[src/tpv_defines.svh]
`ifndef TPV_DEFINES_SVH
`define TPV_DEFINES_SVH

// ==========================================================================
// Trap type codes
`define TPV_TT_INSTR_ACCESS 8'h01
`define TPV_TT_FP_EXC 8'h08
`define TPV_TT_TICC_BASE 8'h80
`define TPV_TT_IRQ_BASE 8'h10
`define TPV_SYNC_COUNT 10
`define TPV_FP_EXC_IDX 7

// ==========================================================================
// Vectoring layout and reset values
`define TPV_RESET_VECTOR 32'h0000_0000
`define TPV_TVB_RESET 20'h0_0000
`define TPV_TVB_LSB 12
`define TPV_TT_LSB 4
`define TPV_PC_STEP 32'h0000_0004

// ==========================================================================
// Pipeline timing
`define TPV_PIPE_DEPTH 4
`define TPV_FP_CORE_CYCLES 1

`endif

[src/tpv_pkg.sv]
package tpv_pkg;

    // Trap class reported with every taken trap
    typedef enum logic [1:0] {
        TPV_CLS_NONE,
        TPV_CLS_SYNC,
        TPV_CLS_FPCP,
        TPV_CLS_ASYNC
    } tpv_class_e;

    typedef logic [7:0] tpv_tt_t;

endpackage

[src/tpv_prio_if.sv]
`timescale 1ns/10ps
`default_nettype none

// Requests into the priority resolver and its verdict
interface tpv_prio_if;
    logic [9:0] sync_flags;
    logic ticc_fire;
    logic [6:0] ticc_low;
    logic fp_trap;
    logic async_ok;
    logic [3:0] irq_level;
    logic hit;
    tpv_pkg::tpv_class_e cls;
    tpv_pkg::tpv_tt_t tt;

    modport core (
        output sync_flags, ticc_fire, ticc_low, fp_trap, async_ok, irq_level,
        input hit, cls, tt
    );
    modport arb (
        input sync_flags, ticc_fire, ticc_low, fp_trap, async_ok, irq_level,
        output hit, cls, tt
    );
endinterface

`default_nettype wire

[src/tpv_trap_prio.sv]
`timescale 1ns/10ps
`default_nettype none
`include "tpv_defines.svh"

// ==========================================================================
// Combinational trap priority resolver
module tpv_trap_prio (
    // Requests and verdict
    tpv_prio_if.arb p
);

    // Lowest-numbered set flag wins; index i carries type code i+1
    function automatic logic [3:0] tpv_first_set(input logic [9:0] f);
        logic [3:0] idx;
        idx = 4'hF;
        for (int i = `TPV_SYNC_COUNT - 1; i >= 0; i--)
        begin
            if (f[i])
            begin
                idx = 4'(i);
            end
        end
        return idx;
    endfunction

    logic [3:0] first_idx;

    // Ordered pick: hardware sync, then trap instr, then interrupts
    always_comb
    begin
        first_idx = tpv_first_set(p.sync_flags);
        p.hit = 1'b0;
        p.cls = tpv_pkg::TPV_CLS_NONE;
        p.tt = 8'h00;
        if (p.sync_flags != 10'h000)
        begin
            p.hit = 1'b1;
            p.tt = `TPV_TT_INSTR_ACCESS + {4'h0, first_idx};
            p.cls = (p.fp_trap && first_idx == 4'(`TPV_FP_EXC_IDX)) ?
                    tpv_pkg::TPV_CLS_FPCP : tpv_pkg::TPV_CLS_SYNC;
        end
        else if (p.ticc_fire)
        begin
            p.hit = 1'b1;
            p.cls = tpv_pkg::TPV_CLS_SYNC;
            p.tt = `TPV_TT_TICC_BASE | {1'b0, p.ticc_low};
        end
        else if (p.async_ok && p.irq_level != 4'h0)
        begin
            p.hit = 1'b1;
            p.cls = tpv_pkg::TPV_CLS_ASYNC;
            p.tt = `TPV_TT_IRQ_BASE | {4'h0, p.irq_level};
        end
    end

endmodule

`default_nettype wire

[src/tpv_trap_unit.sv]
`timescale 1ns/10ps
`default_nettype none
`include "tpv_defines.svh"

// Summary of operation
// - Four stages F, D, E, W; result writes four cycles after entry.
// - Execute stage keeps results only in temporary registers.
// - Write stage updates destination only if that instruction raised no trap.
// - Floating-point operate holds the integer core for exactly one cycle.
// - Traps are classed synchronous, fp/coprocessor, or asynchronous interrupts.
// - Synchronous trap comes from the executing instruction, before it completes.
// - Fp/coprocessor trap raised before completion; later integer work may have run.
// - Asynchronous traps are taken only on instruction boundaries.
// - Sync and fp traps precede visible state change, except double-access ops.
// - Non-reset traps vector to trap table base plus type-code offset.
// - Reset is highest priority, has no code, and goes to address zero.
// - Both counters saved; pointing at faulting or next-to-execute instruction.
// - On fp trap the deferred queue keeps the offending instruction.
// - Sync priorities 2-11 carry codes 1-10 in the fixed order.
// - Trap instruction priority 12; interrupt levels 15..1 get codes 31..17.
// - Trap instruction code is 128 plus low seven bits of operand sum.
// - Traps taken in execute; younger annulled; handler runs fourth cycle after.
// - Four-bit interrupt level is synchronised and served in place of the execute-stage instruction.
module tpv_trap_unit (
    // Clock and reset
    input wire logic core_clk_i,
    input wire logic rst_i,
    // Instruction issue into fetch
    input wire logic issue_i,
    // Execute-stage instruction information
    input wire logic [31:0] e_pc_i,
    input wire logic [31:0] e_npc_i,
    input wire logic [31:0] e_result_i,
    input wire logic [4:0] e_rd_i,
    input wire logic e_writes_rd_i,
    input wire logic e_fp_op_i,
    input wire logic e_second_access_i,
    input wire logic [9:0] e_sync_flags_i,
    input wire logic e_ticc_fire_i,
    input wire logic [31:0] e_ticc_rs1_i,
    input wire logic [31:0] e_ticc_op2_i,
    // Trap vector base write from the core
    input wire logic tvb_we_i,
    input wire logic [19:0] tvb_wdata_i,
    // Floating-point unit and interrupt pins
    input wire logic fp_trap_i,
    input wire logic irq_enable_i,
    input wire logic [3:0] interrupt_level_lines_i,
    // Pipeline state
    output logic e_valid_o,
    output logic fp_launch_o,
    // Register write-back
    output logic wb_en_o,
    output logic [4:0] wb_rd_o,
    output logic [31:0] wb_data_o,
    // Trap outcome
    output logic trap_o,
    output tpv_pkg::tpv_class_e trap_class_o,
    output tpv_pkg::tpv_tt_t trap_type_code_o,
    output logic redirect_o,
    output logic [31:0] redirect_addr_o,
    output logic [31:0] saved_pc_o,
    output logic [31:0] saved_npc_o,
    output logic fp_deferred_queue_hold_o
);

    // ======================================================================
    // Interrupt level synchroniser
    logic [3:0] irl_meta_r;
    logic [3:0] irl_sync_r;

    always_ff @(posedge core_clk_i)
    begin
        if (rst_i)
        begin
            irl_meta_r <= 4'h0;
            irl_sync_r <= 4'h0;
        end
        else
        begin
            irl_meta_r <= interrupt_level_lines_i;
            irl_sync_r <= irl_meta_r;
        end
    end

    // ======================================================================
    // Priority resolver
    tpv_prio_if prio ();
    logic [31:0] ticc_sum;

    tpv_trap_prio u_prio (
        .p(prio.arb)
    );

    assign ticc_sum = e_ticc_rs1_i + e_ticc_op2_i;

    always_comb
    begin
        // sync only from a live execute instruction
        prio.sync_flags = e_valid_o ? e_sync_flags_i : 10'h000;
        if (e_valid_o && fp_trap_i)
        begin
            // deferred fp trap taken at next boundary
            prio.sync_flags[`TPV_FP_EXC_IDX] = 1'b1;
        end
        prio.fp_trap = fp_trap_i;
        prio.ticc_fire = e_valid_o && e_ticc_fire_i;
        prio.ticc_low = ticc_sum[6:0];
        // boundary only, never mid double access
        prio.async_ok = e_valid_o && !e_second_access_i && irq_enable_i;
        prio.irq_level = irl_sync_r;
    end

    // ======================================================================
    // Pipeline and write-back state
    logic f_vld_r;
    logic d_vld_r;
    logic e_vld_r;
    logic f_vld_nxt;
    logic d_vld_nxt;
    logic e_vld_nxt;
    logic wb_en_nxt;
    logic [4:0] wb_rd_nxt;
    logic [31:0] wb_data_nxt;
    logic fp_launch_nxt;
    logic [4:0] wb_rd_r;
    logic [31:0] wb_data_r;
    logic wb_en_r;
    logic fp_launch_r;

    // Next state of the four stages
    always_comb
    begin
        f_vld_nxt = issue_i;
        d_vld_nxt = f_vld_r;
        e_vld_nxt = d_vld_r;
        // annul younger work on a trap
        if (prio.hit)
        begin
            f_vld_nxt = 1'b0;
            d_vld_nxt = 1'b0;
            e_vld_nxt = 1'b0;
        end
        wb_en_nxt = e_vld_r && e_writes_rd_i && !prio.hit;
        // temporary result held until write stage
        wb_data_nxt = e_result_i;
        wb_rd_nxt = e_rd_i;
        // fp operate occupies one core cycle
        fp_launch_nxt = e_vld_r && e_fp_op_i && !prio.hit;
    end

    // Stage registers
    always_ff @(posedge core_clk_i)
    begin
        if (rst_i)
        begin
            f_vld_r <= 1'b0;
            d_vld_r <= 1'b0;
            e_vld_r <= 1'b0;
            wb_en_r <= 1'b0;
            wb_rd_r <= 5'h00;
            wb_data_r <= 32'h0000_0000;
            fp_launch_r <= 1'b0;
        end
        else
        begin
            f_vld_r <= f_vld_nxt;
            d_vld_r <= d_vld_nxt;
            e_vld_r <= e_vld_nxt;
            wb_en_r <= wb_en_nxt;
            wb_rd_r <= wb_rd_nxt;
            wb_data_r <= wb_data_nxt;
            fp_launch_r <= fp_launch_nxt;
        end
    end

    assign e_valid_o = e_vld_r;
    assign wb_en_o = wb_en_r;
    assign wb_rd_o = wb_rd_r;
    assign wb_data_o = wb_data_r;
    assign fp_launch_o = fp_launch_r;

    // ======================================================================
    // Trap vector base and trap outcome
    logic [19:0] tvb_r;
    logic [19:0] tvb_nxt;
    logic trap_r;
    logic trap_nxt;
    tpv_pkg::tpv_class_e cls_r;
    tpv_pkg::tpv_class_e cls_nxt;
    tpv_pkg::tpv_tt_t tt_r;
    tpv_pkg::tpv_tt_t tt_nxt;
    logic redir_r;
    logic redir_nxt;
    logic [31:0] redir_addr_r;
    logic [31:0] redir_addr_nxt;
    logic [31:0] spc_r;
    logic [31:0] spc_nxt;
    logic [31:0] snpc_r;
    logic [31:0] snpc_nxt;
    logic fq_hold_r;
    logic fq_hold_nxt;

    // Trap capture; class, code, address and counters hold until the next trap
    always_comb
    begin
        tvb_nxt = tvb_we_i ? tvb_wdata_i : tvb_r;
        trap_nxt = prio.hit;
        redir_nxt = prio.hit;
        cls_nxt = cls_r;
        tt_nxt = tt_r;
        redir_addr_nxt = redir_addr_r;
        spc_nxt = spc_r;
        snpc_nxt = snpc_r;
        fq_hold_nxt = 1'b0;
        if (prio.hit)
        begin
            cls_nxt = prio.cls;
            tt_nxt = prio.tt;
            redir_addr_nxt = {tvb_r, prio.tt, 4'h0};
            // execute instruction has not changed visible state yet
            spc_nxt = e_pc_i;
            snpc_nxt = e_npc_i;
            // fp unit keeps its queue entry
            fq_hold_nxt = (prio.cls == tpv_pkg::TPV_CLS_FPCP);
        end
    end

    // Trap outcome registers
    always_ff @(posedge core_clk_i)
    begin
        if (rst_i)
        begin
            tvb_r <= `TPV_TVB_RESET;
            trap_r <= 1'b0;
            cls_r <= tpv_pkg::TPV_CLS_NONE;
            tt_r <= 8'h00;
            // reset vectors to zero, no code
            redir_r <= 1'b1;
            redir_addr_r <= `TPV_RESET_VECTOR;
            spc_r <= 32'h0000_0000;
            snpc_r <= 32'h0000_0000;
            fq_hold_r <= 1'b0;
        end
        else
        begin
            tvb_r <= tvb_nxt;
            trap_r <= trap_nxt;
            cls_r <= cls_nxt;
            tt_r <= tt_nxt;
            // fetch redirect one cycle after detection
            redir_r <= redir_nxt;
            redir_addr_r <= redir_addr_nxt;
            spc_r <= spc_nxt;
            snpc_r <= snpc_nxt;
            fq_hold_r <= fq_hold_nxt;
        end
    end

    assign trap_o = trap_r;
    assign trap_class_o = cls_r;
    assign trap_type_code_o = tt_r;
    assign redirect_o = redir_r;
    assign redirect_addr_o = redir_addr_r;
    assign saved_pc_o = spc_r;
    assign saved_npc_o = snpc_r;
    assign fp_deferred_queue_hold_o = fq_hold_r;

endmodule

`default_nettype wire

[config.mk]
export PLATFORM = sky130hd
export DESIGN_NAME = tpv_trap_unit
export DESIGN_NICKNAME = d
export VERILOG_FILES = /design/src/tpv_pkg.sv /design/src/tpv_prio_if.sv /design/src/tpv_trap_prio.sv /design/src/tpv_trap_unit.sv
export VERILOG_INCLUDE_DIRS = /design/src
export SDC_FILE = /design/constraint.sdc
export NUM_CORES = 1
export LEC_CHECK = 0
export ABC_AREA = 0
export BUFFER_PORTS_ARGS = -buffer_cell sky130_fd_sc_hd__buf_4
export CORE_AREA = 3 3 138 140
export CTS_BUF_LIST = sky130_fd_sc_hd__clkbuf_8
export CTS_CLUSTER_SIZE = 40
export DETAILED_ROUTE_END_ITERATION = 16
export DIE_AREA = 0 0 141 143
export GPL_TIMING_DRIVEN = 0
export PLACE_DENSITY = 0.69
export RECOVER_POWER = 50
export SYNTH_ARGS = -nofsm -noshare
export SYNTH_HDL_FRONTEND = slang
export SYNTH_SLANG_ARGS = --single-unit
export TNS_END_PERCENT = 100
[constraint.sdc]
create_clock -name core_clk_i -period 2.4 [get_ports core_clk_i]
set_input_delay 0.24 -clock core_clk_i [delete_from_list [all_inputs] [get_ports core_clk_i]]
set_output_delay 0.24 -clock core_clk_i [all_outputs]
set_load 0.02 [all_outputs]
# Word level (Yosys, flattened, before mapping)
# Index checks and enable logic that the tools add are counted.
# totals
ff_bits,175
in_bits,209
wordCells,61
# classes
n_addsub,2
n_eq_ne,2
mux,22
n_bitwise,1
reduce_logical,16
# ops
cell,n
4-bit two-way mux,9
8-bit two-way mux,2
1-bit logical AND,10
10-bit two-way mux,1
10-bit nonzero test,1
2-bit two-way mux,4
7-bit adder,1
1-bit by 4-bit adder with 5-bit output (first input constant),1
5-bit two-way mux,1
4-bit by 3-bit == test with 1-bit output (second input constant),1
1-bit two-way mux,4
4-bit nonzero test,1
2-bit OR reduction,2
3-bit two-way mux,1
2-bit == test (second input constant),1
1-bit zero test,2
1-bit inverter,1

# Depth between registers and ports, before layout
# depth
ltp_word,16
ltp_mapped,9

# Cells and area by module
# Synthesis repeated with hierarchy kept, for this count alone.
# unflattened
hier_cells,590
hier_area_um2,6262.3
# by_module_without_submodules
mod,n_inst,cells_per_inst,area_per_inst_um2,seq_area_each_um2
tpv_trap_unit,1,539,5908.2,3343.2
tpv_trap_prio,1,51,354.1,0.0

# Worst setup path after synthesis
# No wires, ideal clock.
# synth_timing
path_kind,reg2reg
startpoint,reg irl_sync_r[1]
endpoint,"reg spc_r[10], in the netlist saved_pc_o[10]"
setup_time_ns,0.132
t_arrival_ns,1.837
path_slack_ns,0.431
stages_incl_launch_ff,9
period_less_slack_ns,1.969
cell_sequence,dfxtp_1 or4_4 a41o_1 or2_1 buf_2 buf_6 buf_6 nand2_1 a21oi_1
# synth_between
elab_chain_len,5
# synth_lines
item,line,source
"start, declared",tpv_trap_unit.sv:70,logic [3:0] irl_sync_r;
"start signal, assigned",tpv_trap_unit.sv:82,irl_sync_r <= irl_meta_r;
4-bit nonzero test,tpv_trap_prio.sv:48,else if (p.async_ok && p.irq_level != 4'h0)
1-bit logical AND,tpv_trap_prio.sv:48,
1-bit two-way mux,tpv_trap_prio.sv:48,
1-bit two-way mux,tpv_trap_prio.sv:42,else if (p.ticc_fire)
1-bit two-way mux,tpv_trap_prio.sv:35,if (p.sync_flags != 10'h000)
"end signal, assigned",tpv_trap_unit.sv:254,spc_r <= spc_nxt;
"end, declared",tpv_trap_unit.sv:197,logic [31:0] spc_r;
# Every way passes these cells.
# A chain may end at the register's enable or synchronous reset.

# Final worst setup path
# layout_timing
startpoint,reg irl_sync_r[1]
endpoint,"reg spc_r[27], in the netlist saved_pc_o[27]"
# The elaborated chain is that of the path after synthesis.

==> flow_metrics.py <==
metrics = {
    "synth": {
        "syn_inst": 667,
        "ys_types": 47,
        "netlist.area_leader.share": 0.5606,
        "avgSynthCellArea_um2": 8.940,
        "ys_seq_area_frac": 0.5606,
        "synth_area_um2": 5963,
        "netlist_top_cells_area": "dfxtp_1 56%, nand2_1 11%, a21oi_1 7.7%",
        "ys_ff_latch": 167,
        "synth.largest_area_cell": "dfxtp_1",
        "yosys_warnings": 0,
    },
    "timing": {
        "hold_slack_ps": 26.62,
        "tightest_slew_ps": 857.4,
        "period_share": 0.9233,
        "tns_ps": 0,
        "period_needed_ps": 2216,
        "setup_viol": 0,
        "fin_skew_ps": 16.30,
        "slew_headroom": 0.4284,
        "max_freq_ghz": 0.4513,
        "hold_viol": 0,
        "rsz0062_at_grt": "no",
        "maxSlewViolCount": 0,
    },
    "pwr": {
        "p_int_uw": 4250,
        "p_per_area_nw_per_um2": 642.0,
        "ir_drop_v": 0.0002938,
        "p_total_uw": 5818,
        "power_frac_seq": 0.502,
        "power.leakage_uw": 0.003781,
        "p_comb_frac": 0.137,
        "pwr-share-clk": 0.361,
        "switching_power_uw": 1568,
        "p_sw_frac": 0.2695,
    },
    "global_route": {
        "grt_start_max_net_pins": 17,
        "grt_pass1_vias": 5655,
        "track_usage": 0.1803,
        "grt_pass1_wl_mm": 28.71,
        "antenna_found_initial": 0,
        "overflow": 0,
    },
    "setup_path": {
        "rr_worst_depth": 7,
        "path_class": "reg -> reg",
        "end_kind": "flip-flop",
        "critPathLaunchType": "flip-flop",
        "cp.required_ps": 2710,
        "worst-path-max-fanout": 10,
        "cp_data_arrival_time_ps": 2530,
    },
    "status": {
        "outcome": "complete, no violations",
    },
    "floorplan": {
        "dieArea_um2": 20160,
        "die_h_um": 143,
        "die_w_um": 141,
        "core.rowCount": 49,
        "floorplan.initialDensity": 0.3320,
        "ios": 358,
        "coreArea_um2": 17960,
    },
    "routing": {
        "vias": 5831,
        "drt_iter0_drc": 174,
        "first_pass_iters": 6,
        "wire_per_inst_um": 14.72,
        "postRouteAntennaNets": 0,
        "drt-total-wl_mm": 18.92,
        "viasPerCell": 4.538,
        "route.detailed.drc": 0,
    },
    "cells_and_area": {
        "nets": 1260,
        "areaGrowthSynthToFinish_pct": 51.97,
        "antenna_cells": 0,
        "layout-drive-gt1-share": 0.2434,
    },
    "placement": {
        "place.gp.congestion": 0.8345,
        "dp_hpwl_mm": 14.13,
        "io_buffers": 301,
    },
    "clocking": {
        "cts_tree": "built",
        "numClockSinks": 167,
        "clk_pin_slew_ps": 100,
        "cts_root_buf": "clkbuf_8",
        "cts_max_path_buffers": 2,
        "cts_max_level": 4,
        "post_cts.repair.setup_buffers": 0,
        "clk_latency_ps": 460,
        "cts_made_buffers": 17,
    },
    "flow_run": {
        "cap_violations": 0,
    },
    "hold_path": {
        "min_delay_path_depth": 3,
        "hold_class": "in -> reg",
    },
}
power groups by stage:
stage / combinational, uW / sequential [uW] / clock (uW)
after global routing: 872 / 2930 / 2290
after CTS: 852 / 2920 / 2160
after floorplan: 271 / 3080 / 0
final: 797 / 2920 / 2100
after global placement: 775 / 2980 / 0
after detailed placement: 782 / 2990 / 0
flip-flops by register name, indices dropped and copies added (netlist names), 2 cells and up:
| signal | flops |
|---|---|
| irl_meta_r | 4 |
| irl_sync_r | 4 |
| saved_npc_o | 32 |
| saved_pc_o | 32 |
| wb_rd_o | 5 |
| trap_type_code_o | 7 |
| wb_data_o | 32 |
| redirect_addr_o | 21 |
| trap_class_o | 2 |
| tvb_r | 20 |
path summary, 6_finish.rpt:
kind	start	end	slack, ps
setup / recovery	irl_sync_r[1]	saved_pc_o[27]	180
hold reg to reg	f_vld_r	d_vld_r	430
setup reg to reg	irl_sync_r[1]	saved_pc_o[27]	180
hold / removal	e_npc_i[20]	saved_npc_o[20]	30
final cells by class:
type                       count  area [um^2]
buffer                        53        290.3
clock buffer                  18        247.7
clock inverter                14        161.4
fill                        1794         8901
inverter                       8        30.03
multi-input combinational    442         2330
sequential                   167         3343
tap                          229        286.5
timing repair buffer         354         2374
stage by stage:
step	utilization	worst slack [ps]	cells	instance area, um^2
5_1_grt	0.5045	43.92	1285	9062
3_5_place_dp	0.4743	4.919	1200	8521
4_1_cts	0.5255	30.10	1283	9440
2_1_floorplan	-	430.6	670	5974
3_3_place_gp	0.4743	-30.84	1200	8521
6_report	0.5045	184.2	1285	9062
Yosys cell counts (all sizes together):
master / count
nand2: 171
dfxtp: 167
a21oi: 92
nor2b: 47
nor2: 37
clkbuf: 31
buf: 22
mux2i: 22
inv: 8
ha: 7
nor3: 6
o21ai: 5
and2: 4
nor3b: 4
nor4: 4
a211oi: 3
a31oi: 3
and3: 3
o31ai: 3
or2: 3
a22oi: 2
a2bb2oi: 2
nand2b: 2
or4: 2
a221o: 1
a221oi: 1
a32oi: 1
a41o: 1
a41oi: 1
conb: 1
fa: 1
nand3b: 1
nand4: 1
nor4b: 1
nor4bb: 1
o211a: 1
o21a: 1
o21ba: 1
o22ai: 1
o41ai: 1
xnor2: 1
cells in the final DEF (no fill, tap or decap), types with 3 or more instances in the layout:
master	count
a211oi_1	3
a21oi_1	92
and2_1	4
and3_1	3
buf_2	4
buf_4	205
buf_6	3
clkbuf_1	136
clkbuf_2	6
clkbuf_8	18
conb_1	4
dfxtp_1	167
dlygate4sd3_1	53
ha_1	7
inv_1	8
inv_6	6
mux2i_1	22
nand2_1	171
nor2_1	35
nor2b_1	47
nor3_1	6
nor3b_1	4
nor4_1	4
o21ai_0	5
o31ai_1	3
per-layer routing:
| layer | routed length, um | up-vias | part of all wire | track usage |
|---|---|---|---|---|
| met3 | 1579 | 29 | 0.083 | 0.07133 |
| met5 | 0 | - | 0 | 0 |
| met1 | 7440 | 2658 | 0.39 | 0.1946 |
| li1 | - | 2927 | - | - |
| met4 | 380 | 0 | 0.020 | 0.05915 |
| met2 | 9517 | 217 | 0.50 | 0.3238 |
cell families after synthesis:
kind of cell             count (synthesis)  share of synthesized area
AO/OA/AOI/OAI                          120                     0.1125
XOR/XNOR                                 1                   0.001469
adder cells (fa/ha/maj)                  8                    0.01804
buffers and inverters                   61                    0.05245
flip-flops                             167                     0.5606
multiplexers                            22                    0.03693
other                                    1                  0.0006289
AND/OR/NAND/NOR                        287                     0.2174
timing repair:
item / CTS / global route
endpoints found under the hold margin: 51 / 2
resized for setup: 0 / 14
setup endpoints to repair: 0 / 75
hold buffers: 51 / 2
critical path, stage by stage (launching register included):
cell	delay, ps
dfxtp_1	320
or4_4	540
a41o_1	330
or2_1	240
buf_2	180
clkbuf_2	230
nand2_1	160
a21oi_1	70
No activity file was read; power rests on OpenSTA's default activity.
